===== src/rtl/dee_cfg.svh =====
// Device addresses, control codes, host register map and timing counts of the data EEPROM host.
`ifndef DEE_CFG_SVH
`define DEE_CFG_SVH
// Registers of the nonvolatile controller inside the device.
`define DEE_DEV_CTRL_ADDR 16'h0760
`define DEE_DEV_ADRL_ADDR 16'h0762
`define DEE_DEV_ADRU_ADDR 16'h0764
`define DEE_DEV_KEY_ADDR 16'h0766
`define DEE_DEV_FLAG_ADDR 16'h0084
`define DEE_FLAG_MASK 16'h1000
// Control register fields and the three launch codes.
`define DEE_GO_BIT 15
`define DEE_EN_BIT 14
`define DEE_ERR_BIT 13
`define DEE_GO_MASK 16'h8000
`define DEE_EN_MASK 16'h4000
`define DEE_CODE_BLK_ERASE 16'h4045
`define DEE_CODE_WORD_ERASE 16'h4044
`define DEE_CODE_PROGRAM 16'h4004
`define DEE_KEY_FIRST 16'h0055
`define DEE_KEY_SECOND 16'h00aa
// Host register byte offsets on APB.
`define DEE_CMD_OFS 12'h000
`define DEE_ADR_OFS 12'h004
`define DEE_WDAT_OFS 12'h008
`define DEE_STAT_OFS 12'h00c
`define DEE_RDAT_OFS 12'h010
`define DEE_CMD_START_BIT 8
`define DEE_ST_BUSY 0
`define DEE_ST_DONE 1
`define DEE_ST_ERR 2
`define DEE_ST_LATE 3
// Erase or program cycle time and the clock period.
`define DEE_CYCLE_TIME_NS 2000000
`define DEE_CLK_PERIOD_NS 10
`define DEE_CYCLE_CYC (`DEE_CYCLE_TIME_NS / `DEE_CLK_PERIOD_NS)
`define DEE_POLL_WAIT_MAX 40
`endif


===== src/rtl/dee_pkg.sv =====
// Types shared by the data EEPROM host modules.
package dee_pkg;
  typedef enum logic [1:0] {DOP_REG_WR, DOP_REG_RD, DOP_TBL_RD, DOP_TBL_ST} dee_dop_t;
  typedef enum logic [1:0] {CMD_READ, CMD_ERASE_WORD, CMD_ERASE_BLOCK, CMD_WRITE_WORD} dee_cmd_t;
  typedef enum logic [3:0] {
    ST_IDLE, ST_ADRL, ST_ADRU, ST_CTRL, ST_KEY1, ST_KEY2, ST_GO, ST_POLL,
    ST_FLRD, ST_FLWR, ST_TSTORE, ST_TREAD, ST_DISEN
  } dee_st_t;
  typedef struct packed {
    dee_dop_t op;
    logic [6:0] page;
    logic [15:0] addr;
    logic [15:0] data;
  } dee_dreq_t;
endpackage : dee_pkg


===== src/rtl/dee_dev_port.sv =====
// Request port that holds one device access until the device acknowledges it.
`timescale 1ns/1ps
module dee_dev_port (
  input wire logic pclk,
  input wire logic presetn,
  input wire logic ce,
  input wire logic start,
  input wire dee_pkg::dee_dreq_t req,
  output logic done,
  output logic [15:0] rdata,
  output logic dev_valid,
  output dee_pkg::dee_dreq_t dev_req,
  input wire logic dev_ack,
  input wire logic [15:0] dev_rdata
);
  logic dev_valid_ff;
  logic done_ff;
  logic [15:0] rdata_ff;
  dee_pkg::dee_dreq_t dev_req_ff;

  // The request stands unchanged until the device takes it with dev_ack.
  always_ff @(posedge pclk or negedge presetn) begin
    if (!presetn) begin
      dev_valid_ff <= 1'b0;
      dev_req_ff <= '0;
    end else if (ce) begin
      if (dev_valid_ff && dev_ack) begin
        dev_valid_ff <= 1'b0;
      end else if (start && !dev_valid_ff) begin
        dev_valid_ff <= 1'b1;
        dev_req_ff <= req;
      end
    end
  end

  // Completion pulse with the read word captured on the accepting edge.
  always_ff @(posedge pclk or negedge presetn) begin
    if (!presetn) begin
      done_ff <= 1'b0;
      rdata_ff <= 16'h0000;
    end else if (ce) begin
      done_ff <= dev_valid_ff && dev_ack;
      if (dev_valid_ff && dev_ack) begin
        rdata_ff <= dev_rdata;
      end
    end
  end

  assign done = done_ff;
  assign rdata = rdata_ff;
  assign dev_valid = dev_valid_ff;
  assign dev_req = dev_req_ff;
endmodule : dee_dev_port


===== src/rtl/dee_host.sv =====
// Host controller that sequences data EEPROM reads, erases and word programming.
//
// The implementer's own choices: the register addresses and the APB register port.
`timescale 1ns/1ps
`include "dee_cfg.svh"
module dee_host #(
  parameter int unsigned CYCLE_CYC = `DEE_CYCLE_CYC
) (
  input wire logic pclk,
  input wire logic presetn,
  input wire logic ce,
  input wire logic psel,
  input wire logic penable,
  input wire logic pwrite,
  input wire logic [11:0] paddr,
  input wire logic [31:0] pwdata,
  output logic [31:0] prdata,
  output logic pready,
  output logic pslverr,
  output logic dev_valid,
  output dee_pkg::dee_dreq_t dev_req,
  input wire logic dev_ack,
  input wire logic [15:0] dev_rdata
);
  dee_pkg::dee_st_t st_ff;
  dee_pkg::dee_st_t nxt_st;
  dee_pkg::dee_cmd_t cmd_ff;
  dee_pkg::dee_dreq_t req;
  dee_pkg::dee_dreq_t prev_req_ff;
  logic [22:0] addr_ff;
  logic [15:0] wdat_ff, rdat_ff, flag_ff, last_ctrl_ff, code, prd;
  logic [31:0] rd_val, prdata_ff;
  logic pready_ff, pslverr_ff, done_ff, err_ff, late_ff, issued_ff, phase_ff, live_ff;
  logic setup, wr_acc, stat_wr, hit, launch, busy, start, pdone, tmr_exp, fin, poll_end;

  // APB phases; a write takes effect only at the edge that samples pready high.
  assign setup = psel && !penable;
  assign wr_acc = psel && penable && pwrite && pready_ff;
  assign stat_wr = wr_acc && (paddr == `DEE_STAT_OFS);
  assign busy = (st_ff != dee_pkg::ST_IDLE);
  assign launch = wr_acc && (paddr == `DEE_CMD_OFS) && pwdata[`DEE_CMD_START_BIT] && !busy;
  assign start = busy && !issued_ff;
  assign poll_end = (st_ff == dee_pkg::ST_POLL) && pdone && !prd[`DEE_GO_BIT];
  assign fin = pdone && (st_ff == dee_pkg::ST_DISEN || st_ff == dee_pkg::ST_TREAD);

  // Read decode; an unmapped offset reads zero and answers with pslverr.
  always_comb begin
    rd_val = 32'h0000_0000;
    hit = 1'b1;
    if (paddr == `DEE_CMD_OFS) begin
      rd_val[1:0] = cmd_ff;
    end else if (paddr == `DEE_ADR_OFS) begin
      rd_val[22:0] = addr_ff;
    end else if (paddr == `DEE_WDAT_OFS) begin
      rd_val[15:0] = wdat_ff;
    end else if (paddr == `DEE_STAT_OFS) begin
      rd_val[`DEE_ST_BUSY] = busy;
      rd_val[`DEE_ST_DONE] = done_ff;
      rd_val[`DEE_ST_ERR] = err_ff;
      rd_val[`DEE_ST_LATE] = late_ff;
    end else if (paddr == `DEE_RDAT_OFS) begin
      rd_val[15:0] = rdat_ff;
    end else begin
      hit = 1'b0;
    end
  end

  // The answer is prepared at the setup edge, so every access has no wait state.
  always_ff @(posedge pclk or negedge presetn) begin
    if (!presetn) begin
      pready_ff <= 1'b0;
      pslverr_ff <= 1'b0;
      prdata_ff <= 32'h0000_0000;
    end else if (ce) begin
      pready_ff <= setup;
      pslverr_ff <= setup && !hit;
      if (setup) begin
        prdata_ff <= rd_val;
      end
    end
  end

  // Order registers; they are frozen while busy so a running sequence stays coherent.
  always_ff @(posedge pclk or negedge presetn) begin
    if (!presetn) begin
      cmd_ff <= dee_pkg::CMD_READ;
      addr_ff <= 23'h000000;
      wdat_ff <= 16'h0000;
    end else if (ce && wr_acc && !busy) begin
      if (paddr == `DEE_CMD_OFS) begin
        cmd_ff <= dee_pkg::dee_cmd_t'(pwdata[1:0]);
      end else if (paddr == `DEE_ADR_OFS) begin
        addr_ff <= pwdata[22:0];
      end else if (paddr == `DEE_WDAT_OFS) begin
        wdat_ff <= pwdata[15:0];
      end
    end
  end

  // Sticky status bits; a new event wins over a write-one clear in the same cycle.
  always_ff @(posedge pclk or negedge presetn) begin
    if (!presetn) begin
      done_ff <= 1'b0;
      err_ff <= 1'b0;
      late_ff <= 1'b0;
      rdat_ff <= 16'h0000;
    end else if (ce) begin
      done_ff <= fin || (done_ff && !(stat_wr && pwdata[`DEE_ST_DONE]));
      err_ff <= (poll_end && prd[`DEE_ERR_BIT]) || (err_ff && !(stat_wr && pwdata[`DEE_ST_ERR]));
      late_ff <= tmr_exp || (late_ff && !(stat_wr && pwdata[`DEE_ST_LATE]));
      if (st_ff == dee_pkg::ST_TREAD && pdone) begin
        rdat_ff <= prd;
      end
    end
  end

  // Launch code: erase word first, program in the second phase of a word write.
  always_comb begin
    if (cmd_ff == dee_pkg::CMD_ERASE_BLOCK) begin
      code = `DEE_CODE_BLK_ERASE;
    end else if (cmd_ff == dee_pkg::CMD_WRITE_WORD && phase_ff) begin
      code = `DEE_CODE_PROGRAM;
    end else begin
      code = `DEE_CODE_WORD_ERASE;
    end
  end

  // Next state; each step waits for the device to take its access.
  always_comb begin
    nxt_st = st_ff;
    case (st_ff)
      dee_pkg::ST_IDLE: begin
        if (launch && dee_pkg::dee_cmd_t'(pwdata[1:0]) == dee_pkg::CMD_READ) begin
          nxt_st = dee_pkg::ST_TREAD;
        end else if (launch) begin
          nxt_st = dee_pkg::ST_ADRL;
        end
      end
      dee_pkg::ST_ADRL: if (pdone) nxt_st = dee_pkg::ST_ADRU;
      dee_pkg::ST_ADRU: if (pdone) nxt_st = dee_pkg::ST_CTRL;
      dee_pkg::ST_CTRL: if (pdone) nxt_st = dee_pkg::ST_KEY1;
      dee_pkg::ST_KEY1: if (pdone) nxt_st = dee_pkg::ST_KEY2;
      dee_pkg::ST_KEY2: if (pdone) nxt_st = dee_pkg::ST_GO;
      dee_pkg::ST_GO: if (pdone) nxt_st = dee_pkg::ST_POLL;
      dee_pkg::ST_POLL: if (poll_end) nxt_st = dee_pkg::ST_FLRD;
      dee_pkg::ST_FLRD: if (pdone) nxt_st = dee_pkg::ST_FLWR;
      dee_pkg::ST_FLWR: begin
        if (pdone && cmd_ff == dee_pkg::CMD_WRITE_WORD && !phase_ff) begin
          nxt_st = dee_pkg::ST_TSTORE;
        end else if (pdone) begin
          nxt_st = dee_pkg::ST_DISEN;
        end
      end
      dee_pkg::ST_TSTORE: if (pdone) nxt_st = dee_pkg::ST_CTRL;
      dee_pkg::ST_TREAD: if (pdone) nxt_st = dee_pkg::ST_IDLE;
      dee_pkg::ST_DISEN: if (pdone) nxt_st = dee_pkg::ST_IDLE;
      default: nxt_st = dee_pkg::ST_IDLE;
    endcase
  end

  // Device access that belongs to each step.
  always_comb begin
    req = '0;
    req.op = dee_pkg::DOP_REG_WR;
    req.addr = `DEE_DEV_CTRL_ADDR;
    case (st_ff)
      dee_pkg::ST_ADRL: begin
        req.addr = `DEE_DEV_ADRL_ADDR;
        req.data = addr_ff[15:0];
      end
      dee_pkg::ST_ADRU: begin
        req.addr = `DEE_DEV_ADRU_ADDR;
        req.data = {9'h000, addr_ff[22:16]};
      end
      dee_pkg::ST_CTRL: req.data = code;
      dee_pkg::ST_KEY1: begin
        req.addr = `DEE_DEV_KEY_ADDR;
        req.data = `DEE_KEY_FIRST;
      end
      dee_pkg::ST_KEY2: begin
        req.addr = `DEE_DEV_KEY_ADDR;
        req.data = `DEE_KEY_SECOND;
      end
      dee_pkg::ST_GO: req.data = code | `DEE_GO_MASK;
      dee_pkg::ST_POLL: req.op = dee_pkg::DOP_REG_RD;
      dee_pkg::ST_FLRD: begin
        req.op = dee_pkg::DOP_REG_RD;
        req.addr = `DEE_DEV_FLAG_ADDR;
      end
      dee_pkg::ST_FLWR: begin
        req.addr = `DEE_DEV_FLAG_ADDR;
        req.data = flag_ff & ~`DEE_FLAG_MASK;
      end
      dee_pkg::ST_TSTORE: begin
        req.op = dee_pkg::DOP_TBL_ST;
        req.page = addr_ff[22:16];
        req.addr = addr_ff[15:0];
        req.data = wdat_ff;
      end
      dee_pkg::ST_TREAD: begin
        req.op = dee_pkg::DOP_TBL_RD;
        req.page = addr_ff[22:16];
        req.addr = addr_ff[15:0];
      end
      dee_pkg::ST_DISEN: req.data = code & ~`DEE_EN_MASK;
      default: req.data = 16'h0000;
    endcase
  end

  // State register; enable is dropped only after the cycle has ended, never midway.
  always_ff @(posedge pclk or negedge presetn) begin
    if (!presetn) begin
      st_ff <= dee_pkg::ST_IDLE;
    end else if (ce) begin
      st_ff <= nxt_st;
    end
  end

  // One access in flight at a time; the flag drops with its completion.
  always_ff @(posedge pclk or negedge presetn) begin
    if (!presetn) begin
      issued_ff <= 1'b0;
    end else if (ce) begin
      issued_ff <= !pdone && (issued_ff || start);
    end
  end

  // Phase, saved flag word and bookkeeping of issued accesses.
  always_ff @(posedge pclk or negedge presetn) begin
    if (!presetn) begin
      phase_ff <= 1'b0;
      flag_ff <= 16'h0000;
      last_ctrl_ff <= 16'h0000;
      prev_req_ff <= '0;
      live_ff <= 1'b0;
    end else if (ce) begin
      if (launch) begin
        phase_ff <= 1'b0;
      end else if (st_ff == dee_pkg::ST_FLWR && pdone) begin
        phase_ff <= 1'b1;
      end
      if (st_ff == dee_pkg::ST_FLRD && pdone) begin
        flag_ff <= prd;
      end
      if (start && req.op == dee_pkg::DOP_REG_WR && req.addr == `DEE_DEV_CTRL_ADDR) begin
        last_ctrl_ff <= req.data;
      end
      if (start) begin
        prev_req_ff <= req;
      end
      if (start && st_ff == dee_pkg::ST_GO) begin
        live_ff <= 1'b1;
      end else if (poll_end) begin
        live_ff <= 1'b0;
      end
    end
  end

  dee_dev_port u_port (
    .pclk(pclk),
    .presetn(presetn),
    .ce(ce),
    .start(start),
    .req(req),
    .done(pdone),
    .rdata(prd),
    .dev_valid(dev_valid),
    .dev_req(dev_req),
    .dev_ack(dev_ack),
    .dev_rdata(dev_rdata)
  );

  dee_tmr #(.CYC(CYCLE_CYC)) u_tmr (
    .pclk(pclk),
    .presetn(presetn),
    .ce(ce),
    .run(st_ff == dee_pkg::ST_POLL),
    .expired(tmr_exp)
  );

  assign prdata = prdata_ff;
  assign pready = pready_ff;
  assign pslverr = pslverr_ff;
endmodule : dee_host


===== src/rtl/dee_tmr.sv =====
// Cycle timer that flags an erase or program cycle running past its documented time.
`timescale 1ns/1ps
`include "dee_cfg.svh"
module dee_tmr #(
  parameter int unsigned CYC = `DEE_CYCLE_CYC
) (
  input wire logic pclk,
  input wire logic presetn,
  input wire logic ce,
  input wire logic run,
  output logic expired
);
  localparam logic [23:0] CYC_M1 = 24'(CYC - 1);
  logic [23:0] cnt_ff;
  logic expired_ff;

  if (CYC < 1 || CYC > 24'hffffff) begin : g_bad_cyc
    $error("Timer count out of range.");
  end

  // Counts while run is high and holds once expired; a drop of run restarts the count.
  always_ff @(posedge pclk or negedge presetn) begin
    if (!presetn) begin
      cnt_ff <= 24'h000000;
      expired_ff <= 1'b0;
    end else if (ce) begin
      if (!run) begin
        cnt_ff <= 24'h000000;
        expired_ff <= 1'b0;
      end else if (!expired_ff) begin
        cnt_ff <= cnt_ff + 24'h000001;
        expired_ff <= (cnt_ff == CYC_M1);
      end
    end
  end

  assign expired = expired_ff;
endmodule : dee_tmr


===== config.mk =====
export PLATFORM = sky130hd
export DESIGN_NAME = dee_host
export DESIGN_NICKNAME = d
export VERILOG_FILES = /design/src/rtl/dee_pkg.sv /design/src/rtl/dee_dev_port.sv /design/src/rtl/dee_host.sv /design/src/rtl/dee_tmr.sv
export VERILOG_INCLUDE_DIRS = /design/src /design/src/rtl
export SDC_FILE = /design/constraint.sdc
export NUM_CORES = 1
export LEC_CHECK = 0
export BUFFER_PORTS_ARGS = -buffer_cell sky130_fd_sc_hd__buf_2
export CAP_MARGIN = 20
export CORE_MARGIN = 2
export CORE_UTILIZATION = 50
export CTS_BUF_LIST = sky130_fd_sc_hd__clkbuf_4 sky130_fd_sc_hd__clkbuf_8
export CTS_CLUSTER_SIZE = 28
export DETAILED_ROUTE_END_ITERATION = 10
export PLACE_DENSITY = 0.84
export SLEW_MARGIN = 20
export SYNTH_ARGS = -nofsm -noshare
export SYNTH_HDL_FRONTEND = slang
export SYNTH_SLANG_ARGS = --single-unit
export TNS_END_PERCENT = 50

===== constraint.sdc =====
create_clock -name pclk -period 2.9 [get_ports pclk]
set_input_delay 0.145 -clock pclk [delete_from_list [all_inputs] [get_ports pclk]]
set_output_delay 0.145 -clock pclk [all_outputs]
set_load 0.1 [all_outputs]

==> flow_summary.rst, run 1 <==
.. list-table::
   :header-rows: 1

   * - Metric
     - Value
   * - Routed metal-1 wirelength
     - 9730 um
   * - Hpwl dp
     - 15800 um
   * - Slowest cell on crit path
     - or4_1
   * - Number of synthesized flops with an enable pin
     - 0
   * - Minimum period implied by the final worst setup slack
     - 2.52 ns
   * - Start-to-end type of the worst setup path
     - reg -> reg
   * - Arr. time, crit path
     - 2.90 ns
   * - Highest net fanout along the worst path
     - 23
   * - Cell area after technology mapping
     - 8730 sq um
   * - Floorplan die area
     - 18500 sq um
   * - Logic depth of the worst register-to-register path
     - 6
   * - Count of max-cap constraint violations
     - 0
   * - Post-route fraction of the period consumed by the critical path
     - 86.8%
   * - Unrepaired setup endpoints after global routing
     - false
   * - Pwr Density
     - 727 nW/um^2
   * - Number of distinct library cell variants in the gate-level netlist after synthesis
     - 65
   * - Maximum number of buffers from clock root to sink
     - 2
   * - Prevailing post-synth register cell
     - dfrtp_1
   * - # DRC
     - 0
   * - Crit path required time
     - 3.28 ns
   * - Yosys warnings
     - 0
   * - Area growth syn-to-layout
     - 19.7%
   * - Portion of the post-synthesis area used by sequential elements
     - 54.5%
   * - Seq cells post-synth
     - 190
   * - Number of instances in the synthesized netlist
     - 764
   * - Metal3 WL
     - 2130 um
   * - Global route overflow
     - 0
   * - Proportion of power drawn by combinational gates
     - 35.3%
   * - IO Pins
     - 143
   * - Number of buffers inserted for hold repair after clock tree synthesis
     - 40
   * - Run status
     - finished clean
   * - Hold path depth
     - 5
   * - Worst-case hold path end point
     - phase_ff
   * - Launching element of the worst setup path
     - st_ff[1]
   * - Number of nets in the layout
     - 993
   * - Worst Path Buf+Inv
     - 1
   * - Clock tree from TritonCTS
     - done
   * - Critical path endpoint category
     - register
   * - Cells resized by post-CTS repair
     - 0
   * - Overall die width
     - 136 um
   * - Number of antenna violations at the first check in global routing
     - 0
   * - Proportion of power drawn by the clock network
     - 23.2%
   * - Setup fix buffers added after clock tree synthesis
     - 0
   * - Origin of the worst min-delay path
     - paddr[6]
   * - Clock buffer count from CTS
     - 17
   * - Number of global-route vias before repair
     - 6533
   * - DRC violation total after the first TritonRoute iteration
     - 761
   * - Clock transition at path regs
     - 0.12 ns
   * - Final GP Congestion
     - 0.904
   * - Utilization of the core after routing
     - 60.8%
   * - Die span in y
     - 136 um
   * - Clock Latency Late Sink
     - 0.50 ns
   * - Switching part of the total
     - 42.2%
   * - Flop pwr share
     - 41.6%
   * - Internal power
     - 4.39 mW
   * - Count of nets left with antenna violations after detail routing
     - 0
   * - # clock sinks
     - 190
   * - Average wire per cell in the routed design
     - 19.9 um
   * - Total global routing track utilization
     - 25.7%
   * - Vias after detailed routing
     - 7003
   * - Pin count of the biggest net entering global routing
     - 75
   * - Final hold vios
     - 0
   * - Antenna cells
     - 0
   * - Crit path launch type
     - register
   * - Type of the most critical hold path
     - in -> reg
   * - Least-Margin Pin Slew
     - 0.756 ns
   * - Switching power of the nets
     - 3.20 mW
   * - LEAKAGE
     - 5.02 nW
   * - Clock skew after layout
     - 0.0305 ns
   * - Detailed-route wire length
     - 23200 um
   * - Highest metal used
     - met4
   * - Average via count per standard cell
     - 6.02
   * - Total iterations of the first detailed-routing run
     - 6
   * - Peak ir drop on the vdd network
     - 0.714 mV
   * - Endpoint of the worst register-to-register path
     - addr_ff[10]
   * - Floorplan Core Area
     - 17200 sq um
   * - Count of input and output buffers
     - 124
   * - Initial Utilization
     - 50.8%
   * - Number of fillers in the final layout
     - 1322
   * - Largest stage delay, worst path
     - 0.63 ns
   * - Fmax
     - 0.397 GHz
   * - Sum of negative setup slack
     - 0 ns
   * - Power, Total
     - 7.59 mW
   * - Met2 WL post-DR
     - 10600 um
   * - Wire length of the first global-routing pass
     - 36200 um
   * - R2r setup slk
     - 0.38 ns
   * - Critical-path cell list
     - or4_1 > nand4b_4 > or2_4 > nor3b_4 > buf_12 > mux2_2
   * - Beginning of the worst register-to-register path
     - st_ff[1]
   * - Final Setup Violations
     - 0
   * - Family of cells with the greatest summed delay on the critical path
     - simple AND/OR/NAND/NOR gates
   * - Share of post-route cells with drive strength above 1
     - 31.2%
   * - Number of levels in the clock H-tree
     - 4
   * - Relative slew margins
     - 49.5%
   * - Num rows
     - 48
   * - Number of max-slew violations in the final report
     - 0
   * - Avg Synthesized Cell Area
     - 11.4 sq um
   * - Cell chosen for the clock root
     - clkbuf_8
   * - Asr flop ratio synth
     - 100%
sequential cells by signal, summed over array words and instances (netlist names), 2 cells and up:
signal,count
flag_ff,15
addr_ff,23
cmd_ff,2
wdat_ff,16
u_tmr.cnt_ff,24
rdat_ff,16
u_port.rdata,16
u_port.dev_req,41
st_ff,4
prdata,23
synthesized netlist by cell type, types with 5 or more instances:
cell type | instances | area (sq um)
a32o_1 | 11 | 110
xnor2_1 | 5 | 43.8
nand2_1 | 44 | 165
buf_1 | 7 | 26.3
nand3_1 | 14 | 70.1
xor2_1 | 15 | 131
nor2_1 | 76 | 285
mux2_2 | 98 | 1100
inv_1 | 7 | 26.3
a22oi_1 | 13 | 97.6
nor4_1 | 6 | 37.5
a32oi_1 | 6 | 52.6
o21ai_0 | 35 | 175
o22ai_1 | 5 | 31.3
mux2i_1 | 5 | 50.1
dfrtp_1 | 190 | 4750
nor2b_1 | 7 | 43.8
a22o_1 | 38 | 333
a221oi_1 | 11 | 96.3
and3_1 | 8 | 50.1
nand4_1 | 11 | 68.8
nor3_1 | 12 | 60.1
nand2b_1 | 7 | 43.8
buf_4 | 9 | 67.6
a21oi_1 | 25 | 125
clkbuf_1 | 34 | 128
a31oi_1 | 8 | 50.1
worst min-delay path, delay by kind of cell:
family	cells	cell delay (ns)
AND/OR/NAND/NOR	4	0.29
buffers and inverters	1	0.11
power groups by stage:
stage / logic [mW] / registers, mW / clock network, mW
floorplan: 1.15 / 4.00 / 0
global placement: 2.55 / 3.19 / 0
detailed placement: 2.60 / 3.20 / 0
CTS: 2.65 / 3.15 / 1.78
global route: 2.84 / 3.19 / 1.89
finish: 2.68 / 3.16 / 1.76
cells in the final DEF (no fill, tap or decap), drive strengths merged, types with 9 or more instances in the layout:
cell type / count
o21ai: 35
a22o: 38
nand2: 44
a21oi: 25
dlygate4sd3: 40
nand3: 14
dfrtp: 190
clkbuf: 20
nand4: 11
buf: 150
inv: 12
a221oi: 11
conb: 9
mux2: 98
nor2: 77
nor3: 12
a22oi: 13
xor2: 15
a32o: 11
metrics by stage:
stage          hold WS [ns]  cell area, sq um  cells  worst slack (ns)
3_5_place_dp          0.179              9630   1090             0.438
4_1_cts              0.0744             10400   1162             0.419
5_1_grt               0.123             10400   1163             0.319
2_1_floorplan        -0.151              8760    772             0.446
6_report             0.0881             10400   1163             0.383
3_3_place_gp          0.174              9630   1090             0.505
layer usage:
layer	vias to the layer above	GRT usage, %
met3	60	6.19
met2	398	38.1
met4	0	9.90
li1	3122	-
met5	-	0
met1	3423	36.5
layout make-up:
type                    instances  area (sq um)  share of cell area [%]
well taps                     225           282                    2.70
flip-flops and latches        190          4750                    45.5
clock buffers                  19           255                    2.44
inverters                       8          30.0                   0.288
clock inverters                13           148                    1.41
multi-input cells             517          3720                    35.6
repair buffers                191          1260                    12.0
how the worst max path moves through the flow:
stage / cells after the start / slack [ns] / to
2_1_floorplan: 6 / 0.45 / addr_ff[0]
3_3_place_gp: 6 / 0.51 / addr_ff[12]
3_5_place_dp: 6 / 0.44 / addr_ff[17]
4_1_cts: 6 / 0.42 / addr_ff[17]
5_1_grt: 6 / 0.32 / addr_ff[10]
6_report: 6 / 0.38 / addr_ff[10]
logic make-up (layout without fill, tap and decap cells):
logic type	after synthesis	in the layout	synth area share, %
fa+ha+maj	2	2	0.258
buf+inv	65	231	3.50
xor+xnor	20	20	2.01
simple gates	205	205	11.6
compound gates	178	178	14.9
flops	190	190	54.5
other cells	1	9	0.0430
mux	103	103	13.2
No activity file was read; power rests on OpenSTA's default activity.
==> inputs of run 2 (changes only) <==
--- a/config.mk
+++ b/config.mk
@@ -13,6 +13,7 @@
 export CTS_BUF_LIST = sky130_fd_sc_hd__clkbuf_4 sky130_fd_sc_hd__clkbuf_8
 export CTS_CLUSTER_SIZE = 28
 export DETAILED_ROUTE_END_ITERATION = 10
+export HOLD_SLACK_MARGIN = 0.1
 export PLACE_DENSITY = 0.84
 export SLEW_MARGIN = 20
 export SYNTH_ARGS = -nofsm -noshare
==> flow_summary.rst, run 2 (synthesis gave the netlist of run 1 again) <==
.. list-table::
   :header-rows: 1

   * - Metric
     - Value
   * - Number of antenna violations at the first check in global routing
     - 0
   * - Number of standard cells in the layout, taps in and fillers out
     - 1166
   * - Share of post-route cells with drive strength above 1
     - 31.0%
   * - Wire length of the first global-routing pass
     - 36300 um
   * - Post-Layout Inst Area
     - 10500 sq um
   * - Origin of the worst min-delay path
     - ce
   * - # DRC
     - 0
   * - Crit path launch type
     - input port
   * - Pin count of the biggest net entering global routing
     - 75
   * - Crit path required time
     - 3.27 ns
   * - Die span in y
     - 136 um
   * - Area after detailed placement
     - 9630 sq um
   * - Final Setup Violations
     - 0
   * - Maximum number of buffers from clock root to sink
     - 2
   * - Clock Latency Late Sink
     - 0.48 ns
   * - Number of fillers in the final layout
     - 1319
   * - Highest net fanout along the worst path
     - 23
   * - Vias after detailed routing
     - 7050
   * - Count of input and output buffers
     - 124
   * - Clock skew after layout
     - 0.0230 ns
   * - Final GP Congestion
     - 0.904
   * - Number of max-slew violations in the final report
     - 0
   * - DRC violation total after the first TritonRoute iteration
     - 827
   * - Clock transition at path regs
     - 0.11 ns
   * - Critical path endpoint category
     - register
   * - Unrepaired setup endpoints after global routing
     - false
   * - Area growth syn-to-layout
     - 20.0%
   * - Global route overflow
     - 0
   * - Utilization of the core after routing
     - 61.0%
   * - Commonest cells after routing, fill and taps aside
     - dfrtp_1, buf_2, mux2_2
   * - Proportion of power drawn by the clock network
     - 23.0%
   * - Final hold vios
     - 0
   * - Largest stage delay, worst path
     - 0.66 ns
   * - Flop pwr share
     - 41.6%
   * - Slowest cell on crit path
     - dlygate4sd3_1
   * - Pwr Density
     - 724 nW/um^2
   * - # clock sinks
     - 190
   * - Start-to-end type of the worst setup path
     - in -> reg
   * - Proportion of power drawn by combinational gates
     - 35.4%
   * - Fmax
     - 0.387 GHz
   * - Worst Path Buf+Inv
     - 4
   * - Count of nets left with antenna violations after detail routing
     - 0
   * - Logic depth of the worst register-to-register path
     - 6
   * - Worst-case hold path end point
     - u_tmr.cnt_ff[4]
   * - Sum of negative setup slack
     - 0 ns
   * - Total global routing track utilization
     - 25.7%
   * - Clock buffer count from CTS
     - 17
   * - Switching part of the total
     - 42.2%
   * - Largest register FFs
     - 41
   * - Setup fix buffers added after clock tree synthesis
     - 0
   * - Cell chosen for the clock root
     - clkbuf_8
   * - Run status
     - finished clean
   * - Internal power
     - 4.39 mW
   * - Floorplan Core Area
     - 17200 sq um
   * - Overall die width
     - 136 um
   * - Beginning of the worst register-to-register path
     - st_ff[1]
   * - Relative slew margins
     - 27.8%
   * - Number of levels in the clock H-tree
     - 4
   * - Hpwl dp
     - 15800 um
   * - Detailed-route wire length
     - 23400 um
   * - Arr. time, crit path
     - 2.96 ns
   * - Family of cells with the greatest summed delay on the critical path
     - buffers and inverters
   * - Cell seen most often among critical-path stages
     - dlygate4sd3_1
   * - Type of the most critical hold path
     - in -> reg
   * - IO Pins
     - 143
   * - Leading cell type in the layout, fill and taps excluded
     - dfrtp_1
   * - Number of nets in the layout
     - 996
   * - Critical-path cell list
     - dlygate4sd3_1 > buf_2 > nor4_4 > dlygate4sd3_1 > nand4b_4 > or2_4 > nor3b_4 > buf_12 > mux2_2
   * - Total iterations of the first detailed-routing run
     - 5
   * - Hold path depth
     - 3
   * - LEAKAGE
     - 5.03 nW
   * - Number of global-route vias before repair
     - 6644
   * - Antenna cells
     - 0
   * - Endpoint of the worst register-to-register path
     - addr_ff[10]
   * - Floorplan die area
     - 18500 sq um
   * - Least-Margin Pin Slew
     - 1.08 ns
   * - Clock tree from TritonCTS
     - done
   * - R2r setup slk
     - 0.39 ns
   * - # placed instances
     - 1090
   * - Post-route fraction of the period consumed by the critical path
     - 89.2%
   * - Peak ir drop on the vdd network
     - 0.714 mV
   * - Count of max-cap constraint violations
     - 0
   * - Switching power of the nets
     - 3.20 mW
   * - Num rows
     - 48
   * - Minimum period implied by the final worst setup slack
     - 2.59 ns
   * - Initial Utilization
     - 50.8%
   * - Average via count per standard cell
     - 6.05
   * - Worst hold slack after final layout
     - 0.122 ns
   * - Average wire per cell in the routed design
     - 20.0 um
==> run 2: cell types whose count changed in the layout (fill, tap and decap cells not counted), sizes merged <==
cell         previous run  this run
dlygate4sd3            40        44
buf                   150       149
==> run 2: layout make-up <==
cell class / instances / area (sq um) / area share (%)
Timing Repair Buffer: 194 / 1290 / 12.3
Multi-Input combinational cell: 517 / 3720 / 35.5
Inverter: 8 / 30.0 / 0.287
Clock inverter: 13 / 148 / 1.41
Sequential cell: 190 / 4750 / 45.4
Clock buffer: 19 / 255 / 2.44
Tap cell: 225 / 282 / 2.69
==> run 2: stage by stage <==
stage               worst slack [ns]  power, mW
global placement               0.505       5.74
floorplan                      0.446       5.15
finish                         0.314       7.59
CTS                            0.366       7.58
global route                   0.276       7.92
detailed placement             0.438       5.80
==> run 2: power by group through the flow <==
| stage | clock (mW) | sequential, mW | combinational (mW) |
|---|---|---|---|
| 6_report | 1.75 | 3.16 | 2.68 |
| 5_1_grt | 1.89 | 3.19 | 2.85 |
| 4_1_cts | 1.78 | 3.15 | 2.66 |
| 3_5_place_dp | 0 | 3.20 | 2.60 |
| 3_3_place_gp | 0 | 3.19 | 2.55 |
| 2_1_floorplan | 0 | 4.00 | 1.15 |
==> run 2: timing repair <==
item / 4_1_cts / 5_1_grt
gates resized for setup: 0 / 0
hold buffers: 44 / 0
hold endpoints to repair: 124 / 0
==> run 2: worst max-delay path by stage <==
stage / from / end / cells past startpoint
after CTS: paddr[6] / addr_ff[17] / 9
after detailed placement: st_ff[1] / addr_ff[17] / 6
after floorplan: pready / addr_ff[0] / 6
final: paddr[6] / addr_ff[10] / 9
after global placement: st_ff[1] / addr_ff[12] / 6
after global routing: paddr[6] / addr_ff[13] / 9
==> run 2: per-layer routing <==
metal | global-route usage [%] | routed length [um] | share of wire [%]
met5 | 0 | 0 | 0
met4 | 9.90 | 732 | 3.1
met3 | 6.67 | 2130 | 9.1
met2 | 38.1 | 10600 | 45
met1 | 36.5 | 9890 | 42
==> run 2: worst min-delay path: stages <==
cell	delay [ns]
buf_2	0.22
nand3_1	0.11
o21ai_0	0.07
==> inputs of run 3 (changes only) <==
--- a/config.mk
+++ b/config.mk
@@ -6,6 +6,7 @@
 export SDC_FILE = /design/constraint.sdc
 export NUM_CORES = 1
 export LEC_CHECK = 0
+export ABC_AREA = 1
 export BUFFER_PORTS_ARGS = -buffer_cell sky130_fd_sc_hd__buf_2
 export CAP_MARGIN = 20
 export CORE_MARGIN = 2
==> flow_summary.rst, run 3 <==
.. list-table::
   :header-rows: 1

   * - Metric
     - Value
   * - Count of max-cap constraint violations
     - 0
   * - Portion of the post-synthesis area used by sequential elements
     - 51.5%
   * - Number of distinct library cell variants in the gate-level netlist after synthesis
     - 39
   * - Sum of negative setup slack
     - 0 ns
   * - Cells resized by post-CTS repair
     - 0
   * - Type of the most critical hold path
     - in -> reg
   * - Leading cell type in the layout, fill and taps excluded
     - nand2_1
   * - Slowest cell on crit path
     - dfrtp_1
   * - # clock sinks
     - 190
   * - LEAKAGE
     - 5.58 nW
   * - Floorplan Core Area
     - 18000 sq um
   * - Number of synthesized flops with an enable pin
     - 0
   * - Final Setup Violations
     - 0
   * - Number of global-route vias before repair
     - 7872
   * - Yosys warnings
     - 0
   * - Highest net fanout along the worst path
     - 30
   * - Crit path required time
     - 3.26 ns
   * - Least-Margin Pin Slew
     - 0.861 ns
   * - Fmax
     - 0.458 GHz
   * - Overall die width
     - 140 um
   * - Pin count of the biggest net entering global routing
     - 84
   * - Maximum number of buffers from clock root to sink
     - 2
   * - Clock skew after layout
     - 0.0151 ns
   * - Critical-path cell list
     - nand2_2 > nor2_1 > nand2_1 > o21ai_0
   * - Family of cells with the greatest summed delay on the critical path
     - simple AND/OR/NAND/NOR gates
   * - Crit path launch type
     - register
   * - Pwr Density
     - 647 nW/um^2
   * - Count of input and output buffers
     - 124
   * - Proportion of power drawn by the clock network
     - 27.0%
   * - Count of nets left with antenna violations after detail routing
     - 0
   * - Number of fillers in the final layout
     - 1589
   * - Clock transition at path regs
     - 0.10 ns
   * - Die span in y
     - 140 um
   * - Relative slew margins
     - 42.5%
   * - Run status
     - finished clean
   * - Largest register FFs
     - 41
   * - Start-to-end type of the worst setup path
     - reg -> reg
   * - Worst Path Buf+Inv
     - 0
   * - Average via count per standard cell
     - 5.44
   * - Number of levels in the clock H-tree
     - 4
   * - Share of post-route cells with drive strength above 1
     - 16.1%
   * - Cells taking the most area after synthesis
     - dfrtp_1, nand2_1, nor2_1, o21ai_0, inv_1
   * - Clock buffer count from CTS
     - 17
   * - Global route overflow
     - 0
   * - Number of instances in the synthesized netlist
     - 1154
   * - Total global routing track utilization
     - 25.8%
   * - Asr flop ratio synth
     - 100%
   * - IO Pins
     - 143
   * - Number of antenna violations at the first check in global routing
     - 0
   * - Detailed-route wire length
     - 24600 um
   * - Final GP Congestion
     - 0.993
   * - Num rows
     - 49
   * - Internal power
     - 4.20 mW
   * - Hpwl dp
     - 17700 um
   * - Average wire per cell in the routed design
     - 15.8 um
   * - Vias after detailed routing
     - 8442
   * - Worst hold slack after final layout
     - 0.126 ns
   * - Wire length of the first global-routing pass
     - 40300 um
   * - Initial Utilization
     - 51.3%
   * - Top cells by instance count after synthesis
     - nand2_1, dfrtp_1, nor2_1
   * - Clock Latency Late Sink
     - 0.47 ns
   * - Arr. time, crit path
     - 2.54 ns
   * - Proportion of power drawn by combinational gates
     - 29.3%
   * - Clock tree from TritonCTS
     - done
   * - Switching part of the total
     - 39.9%
   * - Fraction of post-synthesis cell area in the top cell type by area
     - 51.5%
   * - Commonest cells after routing, fill and taps aside
     - nand2_1, dfrtp_1, buf_2
   * - Cell taking the most area after synthesis
     - dfrtp_1
   * - Peak ir drop on the vdd network
     - 0.999 mV
   * - Final hold vios
     - 0
   * - Cell chosen for the clock root
     - clkbuf_8
   * - Avg Synthesized Cell Area
     - 8.01 sq um
   * - Number of nets in the layout
     - 1379
   * - Prevailing post-synth register cell
     - dfrtp_1
   * - # DRC
     - 0
   * - Total iterations of the first detailed-routing run
     - 5
   * - Switching power of the nets
     - 2.79 mW
   * - Setup fix buffers added after clock tree synthesis
     - 0
   * - Floorplan die area
     - 19600 sq um
   * - Minimum period implied by the final worst setup slack
     - 2.18 ns
   * - Unrepaired setup endpoints after global routing
     - false
   * - Area growth syn-to-layout
     - 16.8%
   * - Seq cells post-synth
     - 190
   * - Cell area after technology mapping
     - 9240 sq um
   * - Count leader, synth
     - nand2_1
   * - Antenna cells
     - 0
   * - Post-route fraction of the period consumed by the critical path
     - 75.3%
   * - Largest stage delay, worst path
     - 0.57 ns
   * - DRC violation total after the first TritonRoute iteration
     - 658
   * - Critical path endpoint category
     - register
   * - Number of buffers inserted for hold repair after clock tree synthesis
     - 42
   * - Flop pwr share
     - 43.6%
   * - Number of max-slew violations in the final report
     - 0
[run 3: cell types whose count changed after synthesis, moves of 15 or more]
cell	change
a21oi_1	+26
a22o_1	-38
clkbuf_1	-27
inv_1	+96
mux2_2	-96
nand2_1	+310
nand3_1	+56
nand4_1	+18
nor2_1	+29
o21ai_0	+43
o21ai_1	+48
xor2_1	-15
[run 3: worst reg2reg max path, stage by stage, from the launching register on]
cell and delay (ns):
dfrtp_1 0.57, nand2_2 0.32, nor2_1 0.22, nand2_1 0.53
o21ai_0 0.44
[run 3: path summary, 6_finish.rpt]
| check | from | to | slack [ns] | cells past startpoint |
|---|---|---|---|---|
| max reg2reg | st_ff[3] | flag_ff[3] | 0.72 | 4 |
| max | st_ff[3] | flag_ff[3] | 0.72 | 4 |
| min reg2reg | u_port.dev_req[27] | u_port.dev_req[27] | 0.49 | 2 |
| min | paddr[3] | prdata[0] | 0.13 | 5 |
| min in group asynchronous | presetn | u_tmr.cnt_ff[20] | 0.27 | 2 |
| max in group asynchronous | presetn | u_port.rdata[10] | 1.69 | 3 |
[run 3: power by group through the flow]
stage          logic [mW]  clock network, mW  registers [mW]
4_1_cts              2.04               1.91            3.05
5_1_grt              2.20               2.02            3.07
3_5_place_dp         1.98                  0            3.09
2_1_floorplan       0.895                  0            3.75
6_report             2.05               1.89            3.05
3_3_place_gp         1.95                  0            3.08
[run 3: cell type report]
type | instances | area [sq um] | share of cell area, %
Sequential cell | 190 | 4750 | 44.1
Tap cell | 229 | 287 | 2.66
Clock inverter | 15 | 198 | 1.83
Timing Repair Buffer | 181 | 1170 | 10.9
Multi-Input combinational cell | 808 | 3720 | 34.5
Clock buffer | 17 | 234 | 2.17
Inverter | 113 | 424 | 3.93
[run 3: kinds of logic after synthesis]
logic type               Yosys count  synth area share [%]
AO/OA/AOI/OAI                    200                  11.6
multiplexers                       2                 0.244
other                              1                0.0406
buffers and inverters            164                  8.59
flip-flops                       190                  51.5
AND/OR/NAND/NOR                  596                  28.0
adder cells (fa/ha/maj)            1                 0.135
[run 3: stage by stage]
step                      util [%]  worst slack (ns)  area, sq um  std cells  total power [mW]
after global routing          59.9             0.536        10800       1553              7.29
after global placement        55.1             0.867         9940       1479              5.03
after floorplan                  -             0.923         9270       1162              4.65
after CTS                     59.9             0.736        10800       1553              7.00
after detailed placement      55.1             0.805         9940       1479              5.07
final                         59.9             0.715        10800       1553              6.98
[run 3: metal layers]
| layer | track usage, % | up-vias | routed length [um] |
|---|---|---|---|
| met5 | 0 | - | 0 |
| met4 | 9.11 | 0 | 735 |
| met3 | 3.62 | 61 | 1900 |
| met2 | 41.7 | 408 | 11600 |
| met1 | 35.8 | 3945 | 10300 |
| li1 | - | 4028 | - |
